File: config.mk
export PLATFORM = sky130hd
export DESIGN_NAME = soc_handler
export DESIGN_NICKNAME = d
export VERILOG_FILES = /design/src/soc_pkg.sv /design/src/soc_handler.sv /design/src/soc_result_store.sv
export SDC_FILE = /design/constraint.sdc
export NUM_CORES = 1
export LEC_CHECK = 0
export BUFFER_PORTS_ARGS = -buffer_cell sky130_fd_sc_hd__buf_4
export CORE_MARGIN = 2
export CORE_UTILIZATION = 35
export DETAILED_ROUTE_END_ITERATION = 10
export PLACE_DENSITY_LB_ADDON = 0.3
export SKIP_LAST_GASP = 1
export SYNTH_ARGS = -nofsm -noshare
export SYNTH_HDL_FRONTEND = slang
export SYNTH_SLANG_ARGS = --single-unit
File: constraint.sdc
create_clock -name clk_sys -period 2.9 [get_ports clk_sys]
set_input_delay 0.58 -clock clk_sys [delete_from_list [all_inputs] [get_ports clk_sys]]
set_output_delay 0.58 -clock clk_sys [all_outputs]
set_load 0.05 [all_outputs]
File: src/soc_pkg.sv
// Purpose: Shared constants and types for the off-line collection command handler.
// Assumes: One 25 MHz clock, APB register access with 32-bit data.
// Notes: Offsets are byte addresses on the APB slave.
package soc_pkg;
  // Command and feature codes.
  localparam logic [7:0] CMD_SMART = 8'hB0;
  localparam logic [7:0] CMD_STANDBY = 8'hE0;
  localparam logic [7:0] FEAT_OFFLINE = 8'hD4;
  localparam logic [7:0] FEAT_READ = 8'hD0;
  localparam logic [7:0] FEAT_ENABLE = 8'hD8;
  localparam logic [7:0] FEAT_DISABLE = 8'hD9;
  localparam logic [7:0] KEY_LOW = 8'h4F;
  localparam logic [7:0] KEY_HIGH = 8'hC2;

  // Register byte offsets.
  localparam logic [7:0] ADDR_FEATURES = 8'h00;
  localparam logic [7:0] ADDR_CYL_LOW = 8'h04;
  localparam logic [7:0] ADDR_CYL_HIGH = 8'h08;
  localparam logic [7:0] ADDR_DEV_SELECT = 8'h0C;
  localparam logic [7:0] ADDR_COMMAND = 8'h10;
  localparam logic [7:0] ADDR_STATUS = 8'h14;
  localparam logic [7:0] ADDR_ERROR = 8'h18;
  localparam logic [7:0] ADDR_CONFIG = 8'h1C;
  localparam logic [7:0] ADDR_COLLECT = 8'h20;
  localparam logic [7:0] ADDR_DATA = 8'h24;

  // Bit positions.
  localparam int STS_BSY = 7;
  localparam int STS_DRDY = 6;
  localparam int STS_DF = 5;
  localparam int STS_DRQ = 3;
  localparam int STS_ERR = 0;
  localparam int ERR_IDNF = 4;
  localparam int ERR_ABRT = 2;
  localparam int CFG_IMPL = 0;
  localparam int CFG_PACKET = 1;
  localparam int CFG_HOST_ABORT = 2;
  localparam int CFG_IDNF = 3;
  localparam int CFG_FAULT = 4;

  // Reset values.
  localparam logic [7:0] CONFIG_RESET = 8'h01;
  localparam logic [7:0] TASKFILE_RESET = 8'h00;

  // Collection status byte values.
  localparam logic [7:0] OLS_NEVER = 8'h00;
  localparam logic [7:0] OLS_DONE = 8'h02;
  localparam logic [7:0] OLS_SUSPENDED = 8'h04;
  localparam logic [7:0] OLS_HOST_ABORT = 8'h05;
  localparam logic [7:0] OLS_DEV_ABORT = 8'h06;

  // Timing.
  localparam int CLK_HZ = 25_000_000;
  localparam int SERVICE_LIMIT_S = 2;
  localparam int SERVICE_CYCLES = SERVICE_LIMIT_S * CLK_HZ;
  localparam int SERVICE_W = 26;
  localparam int SAMPLE_DIV = 8;
  localparam logic [2:0] SAMPLE_LAST = 3'(SAMPLE_DIV - 1);

  // Result store geometry.
  localparam int STORE_DEPTH = 16;
  localparam int STORE_AW = 4;
  localparam logic [3:0] STORE_LAST = 4'(STORE_DEPTH - 1);

  typedef enum logic [1:0] {COLL_IDLE, COLL_RUNNING, COLL_SUSPENDED, COLL_ABORTED} soc_coll_t;
  typedef enum logic {CMD_IDLE, CMD_EXEC} soc_cmd_t;

  typedef struct packed {
    logic [7:0] features;
    logic [7:0] cylLow;
    logic [7:0] cylHigh;
    logic [7:0] devSelect;
  } soc_taskfile_t;
endpackage

File: src/soc_handler.sv
// Purpose: Task-file command handler for off-line data collection and result readout.
// Assumes: APB master; synchronous active-high reset; inputs synchronous to clk_sys.
// Notes: Collection runs in the background and is halted by any new command.

// Overview of operation
// - B0h with features D4h starts collection.
// - Collection command has no data phase.
// - Packet devices and unimplemented option abort.
// - Abort on unsupported, disabled or bad keys.
// - Normal end: BSY low, DRDY high, clean.
// - Missing result sector sets IDNF bit four.
// - Invalid or unsupported B0h feature sets ABRT bit.
// - Error end: ERR follows error bits, DF.
// - Device select bit reads back selected device.
// - Accepted command starts collection, stores results.
// - Collection keeps BSY low, DRDY high.
// - Other commands halt collection within two seconds.
// - Collection resumes after an error-free interrupting command with no data phase ends.
// - Standby halts; power-up command resumes collection.
// - Disable halts; next enable resumes collection.
// - New collection command aborts and restarts.
// - B0h with D0h is read-data, PIO in.
// - Capability bit two selects abort over suspend.
// - Status byte records outcome 02/04/05/06.
module soc_handler #(
  parameter int SERVICE_CYCLES = soc_pkg::SERVICE_CYCLES
) (
  // Clock and reset
  input wire logic clk_sys,
  input wire logic reset,
  // APB slave
  input wire logic psel,
  input wire logic penable,
  input wire logic pwrite,
  input wire logic [7:0] paddr,
  input wire logic [31:0] pwdata,
  output logic pready,
  output logic [31:0] prdata,
  output logic pslverr
);
  soc_pkg::soc_taskfile_t taskfile;
  soc_pkg::soc_coll_t collState;
  soc_pkg::soc_cmd_t cmdState;
  logic [7:0] config_;
  logic [7:0] cmdCode;
  logic [7:0] errorBits;
  logic [7:0] collectStatus;
  logic [soc_pkg::SERVICE_W-1:0] serviceCount;
  logic [2:0] tickCount;
  logic [soc_pkg::STORE_AW-1:0] writePtr;
  logic [soc_pkg::STORE_AW-1:0] readPtr;
  logic [7:0] sampleValue;
  logic [7:0] storeData;
  logic busy;
  logic drq;
  logic deviceFault;
  logic faultPending;
  logic smartEnabled;
  logic powerSave;
  logic tick;
  logic apbWrite;
  logic apbRead;
  logic cmdWrite;
  logic completing;
  logic storeStep;
  logic resumeOk;
  logic [7:0] next_errorBits;
  logic next_drq;
  logic next_smartEnabled;
  logic next_powerSave;
  logic startCollect;
  logic [7:0] readMux;
  logic mapped;

  // True when the feature code under a B0h command matches the given one.
  function automatic logic isSmart(input logic [7:0] code, input logic [7:0] feat,
                                   input logic [7:0] want);
    isSmart = (code == soc_pkg::CMD_SMART) && (feat == want);
  endfunction

  // True when both cylinder key registers hold the key values.
  function automatic logic keysOk(input soc_pkg::soc_taskfile_t tf);
    keysOk = (tf.cylLow == soc_pkg::KEY_LOW) && (tf.cylHigh == soc_pkg::KEY_HIGH);
  endfunction

  assign apbWrite = psel && penable && pready && pwrite;
  assign apbRead = psel && penable && pready && !pwrite;
  // Commands written while busy are ignored, as the task file is owned by the device then.
  assign cmdWrite = apbWrite && (paddr == soc_pkg::ADDR_COMMAND) && !busy;
  // The host must not wait longer than the service limit for completion.
  assign completing = (cmdState == soc_pkg::CMD_EXEC) &&
                      ((collState != soc_pkg::COLL_RUNNING) || (serviceCount == '0));
  assign storeStep = (collState == soc_pkg::COLL_RUNNING) && tick && !cmdWrite &&
                     !config_[soc_pkg::CFG_FAULT];
  assign sampleValue = {tickCount, writePtr, 1'b1};

  // Sample divider for the collection pace.
  always_ff @(posedge clk_sys) begin
    if (reset) begin
      tickCount <= '0;
      tick <= 1'b0;
    end else begin
      tick <= (tickCount == soc_pkg::SAMPLE_LAST);
      tickCount <= (tickCount == soc_pkg::SAMPLE_LAST) ? '0 : tickCount + 3'h1;
    end
  end

  // Outcome of the command under execution.
  always_comb begin
    next_errorBits = 8'h00;
    next_drq = 1'b0;
    next_smartEnabled = smartEnabled;
    next_powerSave = 1'b0;
    startCollect = 1'b0;
    // A fault found during collection fails the next command, so DF only shows on error.
    if (faultPending) begin
      next_errorBits[soc_pkg::ERR_ABRT] = 1'b1;
    end else if (cmdCode == soc_pkg::CMD_SMART) begin
      if (config_[soc_pkg::CFG_PACKET] || !keysOk(taskfile)) begin
        next_errorBits[soc_pkg::ERR_ABRT] = 1'b1;
      end else if (isSmart(cmdCode, taskfile.features, soc_pkg::FEAT_OFFLINE)) begin
        if (!config_[soc_pkg::CFG_IMPL] || !smartEnabled) begin
          next_errorBits[soc_pkg::ERR_ABRT] = 1'b1;
        end else if (config_[soc_pkg::CFG_IDNF]) begin
          next_errorBits[soc_pkg::ERR_IDNF] = 1'b1;
        end else begin
          startCollect = 1'b1;
        end
      end else if (isSmart(cmdCode, taskfile.features, soc_pkg::FEAT_READ)) begin
        if (!smartEnabled) begin
          next_errorBits[soc_pkg::ERR_ABRT] = 1'b1;
        end else if (config_[soc_pkg::CFG_IDNF]) begin
          next_errorBits[soc_pkg::ERR_IDNF] = 1'b1;
        end else begin
          next_drq = 1'b1;
        end
      end else if (isSmart(cmdCode, taskfile.features, soc_pkg::FEAT_ENABLE)) begin
        next_smartEnabled = 1'b1;
      end else if (isSmart(cmdCode, taskfile.features, soc_pkg::FEAT_DISABLE) &&
                   smartEnabled) begin
        next_smartEnabled = 1'b0;
      end else begin
        next_errorBits[soc_pkg::ERR_ABRT] = 1'b1;
      end
    end else if (cmdCode == soc_pkg::CMD_STANDBY) begin
      next_powerSave = 1'b1;
    end
  end

  // A suspended run resumes when a command completes leaving the device enabled, awake, error-free and not transferring.
  assign resumeOk = next_smartEnabled && !next_powerSave && !next_drq &&
                    (next_errorBits == 8'h00);

  // Command sequencing and the service limit counter.
  always_ff @(posedge clk_sys) begin
    if (reset) begin
      cmdState <= soc_pkg::CMD_IDLE;
      cmdCode <= 8'h00;
      serviceCount <= '0;
    end else begin
      case (cmdState)
        soc_pkg::CMD_IDLE: begin
          if (cmdWrite) begin
            cmdState <= soc_pkg::CMD_EXEC;
            cmdCode <= pwdata[7:0];
            serviceCount <= soc_pkg::SERVICE_W'(SERVICE_CYCLES);
          end
        end
        soc_pkg::CMD_EXEC: begin
          if (completing) begin
            cmdState <= soc_pkg::CMD_IDLE;
          end else if (serviceCount != '0) begin
            serviceCount <= serviceCount - 1'b1;
          end
        end
        default: cmdState <= soc_pkg::CMD_IDLE;
      endcase
    end
  end

  // Completion status seen by the host.
  always_ff @(posedge clk_sys) begin
    if (reset) begin
      busy <= 1'b0;
      drq <= 1'b0;
      deviceFault <= 1'b0;
      errorBits <= 8'h00;
      smartEnabled <= 1'b0;
      powerSave <= 1'b0;
    end else if (cmdWrite) begin
      busy <= 1'b1;
      drq <= 1'b0;
    end else if (completing) begin
      busy <= 1'b0;
      drq <= next_drq;
      deviceFault <= faultPending;
      errorBits <= next_errorBits;
      smartEnabled <= next_smartEnabled;
      powerSave <= next_powerSave;
    end else if (apbRead && (paddr == soc_pkg::ADDR_DATA) && drq &&
                 (readPtr == soc_pkg::STORE_LAST)) begin
      drq <= 1'b0;
    end
  end

  // Background collection state and outcome byte.
  always_ff @(posedge clk_sys) begin
    if (reset) begin
      collState <= soc_pkg::COLL_IDLE;
      collectStatus <= soc_pkg::OLS_NEVER;
      writePtr <= '0;
      faultPending <= 1'b0;
    end else if (cmdWrite && (collState == soc_pkg::COLL_RUNNING)) begin
      if (isSmart(pwdata[7:0], taskfile.features, soc_pkg::FEAT_OFFLINE) ||
          config_[soc_pkg::CFG_HOST_ABORT]) begin
        collState <= soc_pkg::COLL_ABORTED;
        collectStatus <= soc_pkg::OLS_HOST_ABORT;
      end else begin
        collState <= soc_pkg::COLL_SUSPENDED;
        collectStatus <= soc_pkg::OLS_SUSPENDED;
      end
    end else if (completing) begin
      faultPending <= 1'b0;
      if (startCollect) begin
        collState <= soc_pkg::COLL_RUNNING;
        writePtr <= '0;
      end else if ((collState == soc_pkg::COLL_SUSPENDED) && resumeOk) begin
        collState <= soc_pkg::COLL_RUNNING;
      end
    end else if ((collState == soc_pkg::COLL_RUNNING) && config_[soc_pkg::CFG_FAULT]) begin
      collState <= soc_pkg::COLL_ABORTED;
      collectStatus <= soc_pkg::OLS_DEV_ABORT;
      faultPending <= 1'b1;
    end else if (storeStep) begin
      writePtr <= writePtr + 1'b1;
      if (writePtr == soc_pkg::STORE_LAST) begin
        collState <= soc_pkg::COLL_IDLE;
        collectStatus <= soc_pkg::OLS_DONE;
      end
    end
  end

  // Readout pointer for the data-in transfer.
  always_ff @(posedge clk_sys) begin
    if (reset) begin
      readPtr <= '0;
    end else if (completing && next_drq) begin
      readPtr <= '0;
    end else if (apbRead && (paddr == soc_pkg::ADDR_DATA) && drq) begin
      readPtr <= readPtr + 1'b1;
    end
  end

  soc_result_store store (
    .clk_sys(clk_sys),
    .writeEn(storeStep),
    .writeAddr(writePtr),
    .writeData(sampleValue),
    .readAddr(readPtr),
    .readData(storeData)
  );

  // Task file and configuration writes; the task file is locked while busy.
  always_ff @(posedge clk_sys) begin
    if (reset) begin
      taskfile <= {4{soc_pkg::TASKFILE_RESET}};
      config_ <= soc_pkg::CONFIG_RESET;
    end else if (apbWrite) begin
      case (paddr)
        soc_pkg::ADDR_FEATURES: begin
          if (!busy) begin
            taskfile.features <= pwdata[7:0];
          end
        end
        soc_pkg::ADDR_CYL_LOW: begin
          if (!busy) begin
            taskfile.cylLow <= pwdata[7:0];
          end
        end
        soc_pkg::ADDR_CYL_HIGH: begin
          if (!busy) begin
            taskfile.cylHigh <= pwdata[7:0];
          end
        end
        soc_pkg::ADDR_DEV_SELECT: begin
          if (!busy) begin
            taskfile.devSelect <= pwdata[7:0];
          end
        end
        soc_pkg::ADDR_CONFIG: config_ <= {3'b000, pwdata[4:0]};
        default: config_ <= config_;
      endcase
    end
  end

  // Read multiplexer and address decode.
  always_comb begin
    readMux = 8'h00;
    mapped = 1'b1;
    case (paddr)
      soc_pkg::ADDR_FEATURES: readMux = 8'h00;
      soc_pkg::ADDR_CYL_LOW: readMux = taskfile.cylLow;
      soc_pkg::ADDR_CYL_HIGH: readMux = taskfile.cylHigh;
      soc_pkg::ADDR_DEV_SELECT: readMux = taskfile.devSelect;
      soc_pkg::ADDR_COMMAND: readMux = 8'h00;
      soc_pkg::ADDR_STATUS: begin
        readMux[soc_pkg::STS_BSY] = busy;
        readMux[soc_pkg::STS_DRDY] = !busy;
        readMux[soc_pkg::STS_DF] = deviceFault;
        readMux[soc_pkg::STS_DRQ] = drq;
        readMux[soc_pkg::STS_ERR] = |errorBits;
      end
      soc_pkg::ADDR_ERROR: readMux = errorBits;
      soc_pkg::ADDR_CONFIG: readMux = config_;
      soc_pkg::ADDR_COLLECT: readMux = collectStatus;
      soc_pkg::ADDR_DATA: readMux = drq ? storeData : 8'h00;
      default: mapped = 1'b0;
    endcase
  end

  // APB answer: one wait state, then ready with registered data.
  always_ff @(posedge clk_sys) begin
    if (reset) begin
      pready <= 1'b0;
      prdata <= 32'h0000_0000;
      pslverr <= 1'b0;
    end else begin
      pready <= psel && penable && !pready;
      if (psel && penable && !pready) begin
        prdata <= pwrite ? 32'h0000_0000 : {24'h000000, readMux};
        pslverr <= !mapped;
      end else begin
        pslverr <= 1'b0;
      end
    end
  end
endmodule

File: src/soc_result_store.sv
// Purpose: Small store for collected results, standing in for non-volatile memory.
// Assumes: One write port and one read port on the same clock.
// Notes: Read data come out of a register one cycle after the address.
module soc_result_store (
  // Clock
  input wire logic clk_sys,
  // Write side
  input wire logic writeEn,
  input wire logic [soc_pkg::STORE_AW-1:0] writeAddr,
  input wire logic [7:0] writeData,
  // Read side
  input wire logic [soc_pkg::STORE_AW-1:0] readAddr,
  output logic [7:0] readData
);
  logic [7:0] mem [soc_pkg::STORE_DEPTH];

  always_ff @(posedge clk_sys) begin
    if (writeEn) begin
      mem[writeAddr] <= writeData;
    end
    readData <= mem[readAddr];
  end
endmodule

### Yosys cells after proc, flatten, opt, wreduce, memory -nomap -nowiden

Memory sizes are Yosys's and may differ from the RTL's. A register that Yosys moved wholly into a read port is not among the register bits.
Cells that the tools add are included.

| word-level totals | value |
|---|---|
| bits in registers | 143 |
| memory bits (writable) | 112 |
| bits of input ports | 45 |
| output and inout port bits | 34 |
| word-level logic and storage cells | 218 |
| memories kept | 1 |

| cells by class | value |
|---|---|
| add/sub/neg operators | 4 |
| eq/ne operators | 31 |
| multiplexer cells | 80 |
| bitwise gates (word level) | 5 |
| reductions and logical operators | 73 |

Memory list:

| name | words | width | read ports | clocked after memory_dff | wr ports | RTL line | RTL |
|---|---|---|---|---|---|---|---|
| store.mem | 16 | 7 | 1 | 1 | 1 | soc_result_store.sv:15 | `logic [7:0] mem [soc_pkg::STORE_DEPTH];` |

Operators with widths:

| cell | number |
|---|---|
| 26-bit 2-to-1 mux | 3 |
| 8-bit == test (second input constant) | 8 |
| 8-bit 2-to-1 mux | 7 |
| 1-bit 2-to-1 mux | 52 |
| 26-bit one-hot mux with 2 select lines | 1 |
| 8-bit by 5-bit == test with 1-bit output (second input constant) | 4 |
| 1-bit logical AND | 28 |
| 26-bit zero test | 1 |
| 26-bit nonzero test | 1 |
| 26-bit by 1-bit subtractor with 26-bit output (second input constant) | 1 |
| 1-bit one-hot mux with 7 select lines | 3 |
| 3-bit AND reduction | 7 |
| 3-bit one-hot mux with 6 select lines | 1 |
| 8-bit by 4-bit == test with 1-bit output (second input constant) | 2 |
| 8-bit by 6-bit == test with 1-bit output (second input constant) | 2 |
| 8-bit zero test | 2 |
| 4-bit 2-to-1 mux | 4 |
| 2-bit 2-to-1 mux | 7 |
| 2-bit one-hot mux with 7 select lines | 1 |
| 1-bit zero test | 11 |
| 10-bit OR reduction | 1 |
| 2-bit OR reduction | 5 |
| 4-bit by 1-bit adder with 4-bit output (second input constant) | 2 |
| 4-bit == test (second input constant) | 2 |
| other kinds (17) | 37 |

### Logic depth before layout (Yosys ltp)

Gate-level depths: netlist of run 1.

| depth | value |
|---|---|
| depth in word-level cells | 18 |
| depth in mapped cells | 10 |
| mapped depth without buffers | 9 |

### Modules after synthesis

A second synthesis of run 1 with hierarchy kept.

| second synthesis, totals | value |
|---|---|
| cell total of the unflattened synthesis | 876 |
| area, all modules | 10,505.1 µm² |

Modules (own cells, without submodules):

| module | times used | cells each | area each (µm²) | seq. area each (µm²) |
|---|---|---|---|---|
| soc_handler | 1 | 647 | 5,357.6 | 2,122.0 |
| soc_result_store | 1 | 229 | 5,147.4 | 4,003.8 |

### Worst setup path before layout of run 1

OpenSTA, ideal clock, no wires.

| timing path | value |
|---|---|
| path type | in2reg |
| from | in paddr[3] |
| to | mem store.mem[0][0] (netlist bit) (enable) |
| setup time | 380 ps |
| data arrival time | 2,396 ps |
| data required time | 2,520 ps |
| path slack | 123 ps |
| cell stages on the path | 7 |
| buffers on the path | 2 |
| path through | clkbuf_1 > nor4_1 > and4b_1 > buf_2 > nor4b_2 > nand2_1 > nor3_1 |

| between the ends | value |
|---|---|
| longest elaborated chain between the ends | 8 |

RTL lines:

| item | RTL line | RTL |
|---|---|---|
| from (decl) | soc_handler.sv:35 | `input wire logic [7:0] paddr,` |
| 8-bit by 5-bit == test with 1-bit output | soc_handler.sv:89 | `assign cmdWrite = apbWrite && (paddr == soc_pkg::ADDR_COMMAND) && !busy;` |
| 1-bit logical AND (2 in a row) | soc_handler.sv:89 |  |
| 1-bit zero test | soc_handler.sv:93 | `assign storeStep = (collState == soc_pkg::COLL_RUNNING) && tick && !cmdWrite &&` |
| 1-bit logical AND (2 in a row) | soc_handler.sv:93 |  |
| 1-bit 2-to-1 mux | soc_result_store.sv:18 | `if (writeEn) begin` |
| 1-bit 2-to-1 mux (implied by the code) | soc_result_store.sv:19 | `mem[writeAddr] <= writeData;` |
| to (decl) | soc_result_store.sv:15 |  |

Every way passes these cells.

### Final worst setup path of run 1

| timing path | value |
|---|---|
| from | reg cmdCode[0] |
| to | reg writePtr[1] (netlist bit) |

| between the ends | value |
|---|---|
| longest elaborated chain between the ends | 8 |

RTL lines:

| item | RTL line | RTL |
|---|---|---|
| from (decl) | soc_handler.sv:45 | `logic [7:0] cmdCode;` |
| from (signal assigned) | soc_handler.sv:165 | `cmdCode <= pwdata[7:0];` |
| 8-bit == test (*) | soc_handler.sv:78, soc_handler.sv:118 |  |
| 1-bit logical AND | soc_handler.sv:78 | `isSmart = (code == soc_pkg::CMD_SMART) && (feat == want);` |
| 1-bit 2-to-1 mux | soc_handler.sv:121 | `end else if (isSmart(cmdCode, taskfile.features, soc_pkg::FEAT_OFFLINE)) begin` |
| 1-bit 2-to-1 mux | soc_handler.sv:119 | `if (config_[soc_pkg::CFG_PACKET] \|\| !keysOk(taskfile)) begin` |
| 1-bit 2-to-1 mux (*) | soc_handler.sv:118 | `end else if (cmdCode == soc_pkg::CMD_SMART) begin` |
| 1-bit 2-to-1 mux (*) | soc_handler.sv:116 | `if (faultPending) begin` |
| 2-bit by 1-bit inequality test with 1-bit output (no source line) (*) | -- |  |
| 4-bit AND reduction (no source line) (*) | -- |  |
| to (signal assigned) | soc_handler.sv:235 | `writePtr <= writePtr + 1'b1;` |
| to (decl) | soc_handler.sv:50 | `logic [soc_pkg::STORE_AW-1:0] writePtr;` |

Mark *: on every way between the ends. The rest lies on a longest branch, timed or not.
A chain may end at the register's enable or synchronous reset.

==> results of run 1 <==
sequential cells by signal (all words and copies together) (netlist names), 2 cells and up:
| name | cells |
|---|---|
| collState | 2 |
| collectStatus | 3 |
| taskfile | 32 |
| prdata | 8 |
| serviceCount | 26 |
| writePtr | 4 |
| store.readData | 7 |
| readPtr | 4 |
| config_ | 5 |
| store.mem | 112 |
| tickCount | 3 |
| cmdCode | 8 |
| errorBits | 2 |
metrics by stage:
step | hold WS (ns) | power, mW | utilization, % | worst slack [ns]
final | 0.359 | 6.45 | 41.3 | 0.395
after global routing | 0.364 | 6.65 | 41.3 | 0.204
after CTS | 0.349 | 6.50 | 41.3 | 0.139
after detailed placement | 0.450 | 3.59 | 38.5 | 0.170
after global placement | 0.445 | 3.59 | 38.5 | 0.170
after floorplan | 0.428 | 3.55 | - | 0.123
repair_timing:
| action | CTS | global route |
|---|---|---|
| hold endpoints to repair | 0 | 0 |
| endpoints found under the setup margin | 0 | 5 |
| gates resized for setup | 0 | 1 |
area by class of cell:
type / count / area share (%)
Sequential cell: 225 / 50.4
Multi-Input combinational cell: 532 / 33.4
Clock buffer: 37 / 6.26
Timing Repair Buffer: 75 / 5.15
Tap cell: 341 / 3.82
Clock inverter: 7 / 0.583
Inverter: 13 / 0.437
power groups by stage:
stage / registers [mW] / clock network (mW) / logic (mW)
6_report: 3.35 / 2.92 / 0.178
5_1_grt: 3.35 / 3.11 / 0.190
4_1_cts: 3.35 / 2.97 / 0.178
3_5_place_dp: 3.42 / 0 / 0.178
3_3_place_gp: 3.42 / 0 / 0.177
2_1_floorplan: 3.41 / 0 / 0.135
per-layer routing:
layer  up-vias  global-route usage (%)  wire [um]  share of wire, %
li1       3058                       -          -                 -
met2       174                    25.4      10400                47
met3        25                    2.21       1150               5.3
met1      3117                    21.2       9940                45
met4         0                    3.90        402               1.8
met5         -                       0          0                 0
worst max-delay path, cell delays in order, from the launching register on:
cell and delay, ns:
dfxtp_1 0.31, or4b_4 0.57, nor4_4 0.33, nand4_2 0.19
or4_4 0.48, nor2_1 0.28, o31a_1 0.19, nor2_1 0.04
layout by cell type, fill, tap and decap left out, types with 5 or more instances in the layout:
cell         n
a21oi_1     59
nand3_1     11
and2_1       6
edfxtp_1   112
mux2i_1     25
nor3_1      23
dfxtp_1    112
nand2b_1     8
clkbuf_16   24
clkbuf_8     5
inv_1       13
conb_1      24
nor2_1      89
nor4_1      11
xnor2_1      8
and3_1       8
mux4_2      35
buf_4       74
or3_1        5
o21ai_0     11
nand2_1     88
nand4_1      7
a222oi_1     6
nand3b_1     7
a31oi_1      5
xor2_1      16
clkbuf_1     8
a211oi_1     6
ha_1         8
worst max-delay path by stage:
| stage | startpoint | to | slack (ns) |
|---|---|---|---|
| floorplan | paddr[3] | store.mem[0][0] | 0.12 |
| global placement | serviceCount[0] | serviceCount[16] | 0.17 |
| detailed placement | serviceCount[0] | serviceCount[16] | 0.17 |
| CTS | serviceCount[0] | serviceCount[16] | 0.14 |
| global route | cmdCode[0] | writePtr[0] | 0.20 |
| finish | cmdCode[0] | writePtr[1] | 0.40 |
kinds of logic (layout without fill, tap and decap cells):
| family | count (synthesis) | count (layout) | synth area share, % |
|---|---|---|---|
| XOR/XNOR | 24 | 24 | 2.18 |
| buffers and inverters | 77 | 132 | 3.97 |
| AND/OR/NAND/NOR | 302 | 302 | 16.2 |
| AO/OA/AOI/OAI | 111 | 111 | 7.15 |
| adder cells (fa/ha/maj) | 8 | 8 | 1.04 |
| other | 1 | 24 | 0.0389 |
| multiplexers | 63 | 63 | 11.1 |
| flip-flops | 225 | 225 | 58.3 |
==> run metrics, run 1 <==
sequential area share after synthesis=58.3%; Slew headroom=53.3%; Post-DP Area=0.0104 mm2; VDD IR-drop max=0.000399 V; Reg2Reg Depth=7; input/output buffers=30; Crit. End Element=register; Crit Path Category=reg2reg; final hold vios=0; Routed Antenna Nets=0; share of cells above drive strength 1=18.9%; hold endpoint=cmdCode[5]; Synth-to-Final Area Change=15.8%; Pre-antenna DRT Iters=5; hold depth=3; DRT iter0 DRCs=503; Rows=60; FF-to-FF setup slack=0.40 ns; synth warn=0; Hold Crit Class=in2reg; hold_buf cts=0; largest net degree at the start of global routing=43; Cells after Synth=811; Tmin final=2.50 ns; net switching power=1.41 mW; Yosys top cell area share=34.9%; Setup Skew=0.0169 ns; fillers=2542; outcome=finished, final reports clean; initial core utilization=35.7%; Ports=79; CTS clk-pin slew, worst paths=0.06 ns; async set-or-reset flop fraction in the synthesized netlist=0%; Worst Setup Start Kind=register; die footprint=0.0289 mm2; synth unique cells=61; Post-synth top cells=113 x dfxtp_1, 112 x edfxtp_1, 89 x nor2_1; Final HPWL DP=14600 um; Post-CTS Setup Inserts=0; Maximum Capacitance Violations=0; Root Buffer=clkbuf_16; Storage cell area=0.00563 mm2; CTS buffer count=24; Antenna diodes=0; Seq pwr share=51.9%; first-pass GRT wire length=34700 um; syn_area_per_cell=11.9 um2; pins over their slew limit=0; vias in the first global route=6205; multi-input logic area=0.00373 mm2; Combinational Power Share=2.8%; internal power=5.04 mW; Leak=3.76 nW; grt ovf=0; PwrDens=578 mW/mm2; clock share of power=45.3%; Vert. Die Dim=170 um; DR vias/cell=5.18; Reg2Reg Capture Point=writePtr[1]; layout net count=924; Post-synth EDFFs=112; Layout Cells excl Fill=1230; vias after detailed routing=6374; post-synth top area cell=edfxtp_1; total track usage=15.3%; worst-skew pair later-pin latency=0.53 ns; Routed WL=21900 um; CP max FO=4; Setup TNS Final=0 ns; Residual DRC=0; Clock Path Buffers=3; initial antenna violation count=0; Synth area leaders=edfxtp_1 35%, dfxtp_1 23%, mux4_2 8.2%; GPL Wtd Cong=0.829; final instance area=0.0112 mm2; Die W=170 um; Max Freq=399 MHz; core region area=0.0270 mm2; cell with the most instances after synthesis=dfxtp_1; WP data required=3.30 ns; RSZ-0062 raised after global routing=false; DP Cell Count=1186; HP Start=pwdata[5]; CTS tree=built; Most used DFF post-synth=dfxtp_1; switch share=21.8%; arrival time at the worst endpoint=2.91 ns; Worst-Margin Slew=0.699 ns; CTS Sinks=225; final setup vio count=0; Final period util=86.4%; reg2reg start=cmdCode[0]; WL/cell=17.8 um; cell area after synthesis=0.00964 mm2; number of synthesized register bits=225; Clock H-tree levels=1
No activity file was read; power rests on OpenSTA's default activity.
==> run 2: changes to the inputs <==
--- a/config.mk
+++ b/config.mk
@@ -9,8 +9,8 @@
 export CORE_MARGIN = 2
 export CORE_UTILIZATION = 35
 export DETAILED_ROUTE_END_ITERATION = 10
+export MAX_ROUTING_LAYER = met4
 export PLACE_DENSITY_LB_ADDON = 0.3
-export SKIP_LAST_GASP = 1
 export SYNTH_ARGS = -nofsm -noshare
 export SYNTH_HDL_FRONTEND = slang
 export SYNTH_SLANG_ARGS = --single-unit
==> run metrics, run 2 (synthesis results as in run 1) <==
Setup TNS Final=0 ns (unchanged); die footprint=0.0289 mm2 (unchanged); Final HPWL DP=14600 um (unchanged); Residual DRC=0 (unchanged); first-pass GRT wire length=34800 um (+0.12%); pins over their slew limit=0 (unchanged); outcome=finished, final reports clean; layout net count=924 (unchanged); Pre-antenna DRT Iters=6 (+1); Setup Skew=0.0192 ns (+0.00226 ns); Crit Path Category=reg2reg; Crit. End Element=register; Final period util=86.5% (+0.16 points); share of cells above drive strength 1=18.9% (unchanged); Post-CTS Setup Inserts=0 (unchanged); Worst-Margin Slew=0.692 ns (-0.00701 ns); Antenna diodes=0 (unchanged); GPL Wtd Cong=0.842 (+1.5%); RSZ-0062 raised after global routing=false; Tot Pwr=6.45 mW (about the same); PostCTS Resize Cnt=0 (unchanged); initial core utilization=35.7% (unchanged); core region area=0.0270 mm2 (unchanged); vias after detailed routing=6369 (-0.078%); CTS Sinks=225 (unchanged); Largest Register=store.mem; arrival time at the worst endpoint=2.92 ns (about the same); slowest stage cell, crit path=or4b_4; DRT iter0 DRCs=461 (-8.3%); VDD IR-drop max=0.000402 V (+0.75%); initial antenna violation count=0 (unchanged); Tmin final=2.51 ns (+0.00458 ns); final setup vio count=0 (unchanged); Routed Antenna Nets=0 (unchanged); Slew headroom=53.8% (+0.47 points); final core occ=41.3% (unchanged); Worst Setup Start Kind=register; max FFs per register=112 (unchanged); Max Freq=398 MHz (-0.18%); Clock H-tree levels=1 (unchanged); Routed WL=21900 um (about the same); Hold Crit Class=in2reg; fillers=2542 (unchanged); Clock Path Buffers=3 (unchanged); final instance area=0.0112 mm2 (unchanged); CTS clk-pin slew, worst paths=0.06 ns (about the same); CP max FO=4 (unchanged); Vert. Die Dim=170 um (unchanged); most frequent cells in the layout=112 x dfxtp_1, 112 x edfxtp_1, 89 x nor2_1; Post-DP Area=0.0104 mm2 (unchanged); largest net degree at the start of global routing=43 (unchanged); crit-path cells=or4b_4 -> nor4_4 -> nand4_2 -> or4_4 -> nor2_1 -> o31a_1 -> nor2_1; WL/cell=17.8 um (about the same); Root Buffer=clkbuf_16; FF-to-FF setup slack=0.39 ns (about the same); final hold vios=0 (unchanged); CTS tree=built; WP data required=3.31 ns (about the same); CTS buffer count=24 (unchanged); worst-skew pair later-pin latency=0.53 ns (about the same); grt ovf=0 (unchanged); Synth-to-Final Area Change=15.8% (unchanged); Largest regs=store.mem (112), taskfile (32), serviceCount (26); total track usage=15.8% (+0.47 points); Ports=79 (unchanged); CP most frequent cell=nor2_1; hold_buf cts=0 (unchanged); DR vias/cell=5.18 (about the same); Leak=3.76 nW (unchanged); Die W=170 um (unchanged); Maximum Capacitance Violations=0 (unchanged); Worst path max stage delay=0.57 ns (about the same); Rows=60 (unchanged); input/output buffers=30 (unchanged); PwrDens=578 mW/mm2 (about the same); vias in the first global route=6201 (-0.064%)
## run 2: cell counts in the layout (fill, tap and decap cells not counted)
No cell type changed its count.
## run 2: worst max-delay path: cells and delay by family (launching register included)
| kind | cells | cell delay, ns |
|---|---|---|
| and+or+nand+nor | 6 | 1.90 |
| DFF | 1 | 0.31 |
| AOI/OAI and AO/OA | 1 | 0.19 |
## run 2: final cells by class
cell class,count,area (um2),share of cell area [%]
Timing Repair Buffer,75,576,5.15
Inverter,13,48.8,0.437
Tap cell,341,427,3.82
Clock inverter,7,65.1,0.583
Sequential cell,225,5630,50.4
Multi-Input combinational cell,532,3730,33.4
Clock buffer,37,699,6.26
## run 2: path summary, 6_finish.rpt
check	from	cells after the start	to
setup reg to reg	cmdCode[0]	7	writePtr[1]
setup / recovery	cmdCode[0]	7	writePtr[1]
hold reg to reg	cmdCode[7]	2	cmdCode[7]
hold / removal	pwdata[5]	3	cmdCode[5]
## run 2: report_power, final
| group | internal, mW | switching, mW |
|---|---|---|
| registers | 3.33 | 0.0196 |
| logic | 0.0374 | 0.141 |
| clock network | 1.68 | 1.25 |
## run 2: routing by layer
metal	vias up	wire length, um	part of all wire [%]	GRT usage, %
li1	3058	-	-	-
met1	3110	9980	46	21.2
met2	174	10500	48	25.4
met3	27	1050	4.8	2.21
met4	0	416	1.9	3.90
met5	-	0	0	-
## run 2: through the flow
stage                     setup slack (ns)  instances  hold slack (ns)
after floorplan                      0.123        834            0.428
after global placement               0.170       1186            0.445
after detailed placement             0.170       1186            0.450
after CTS                            0.139       1230            0.349
after global routing                 0.204       1230            0.364
final                                0.390       1230            0.356
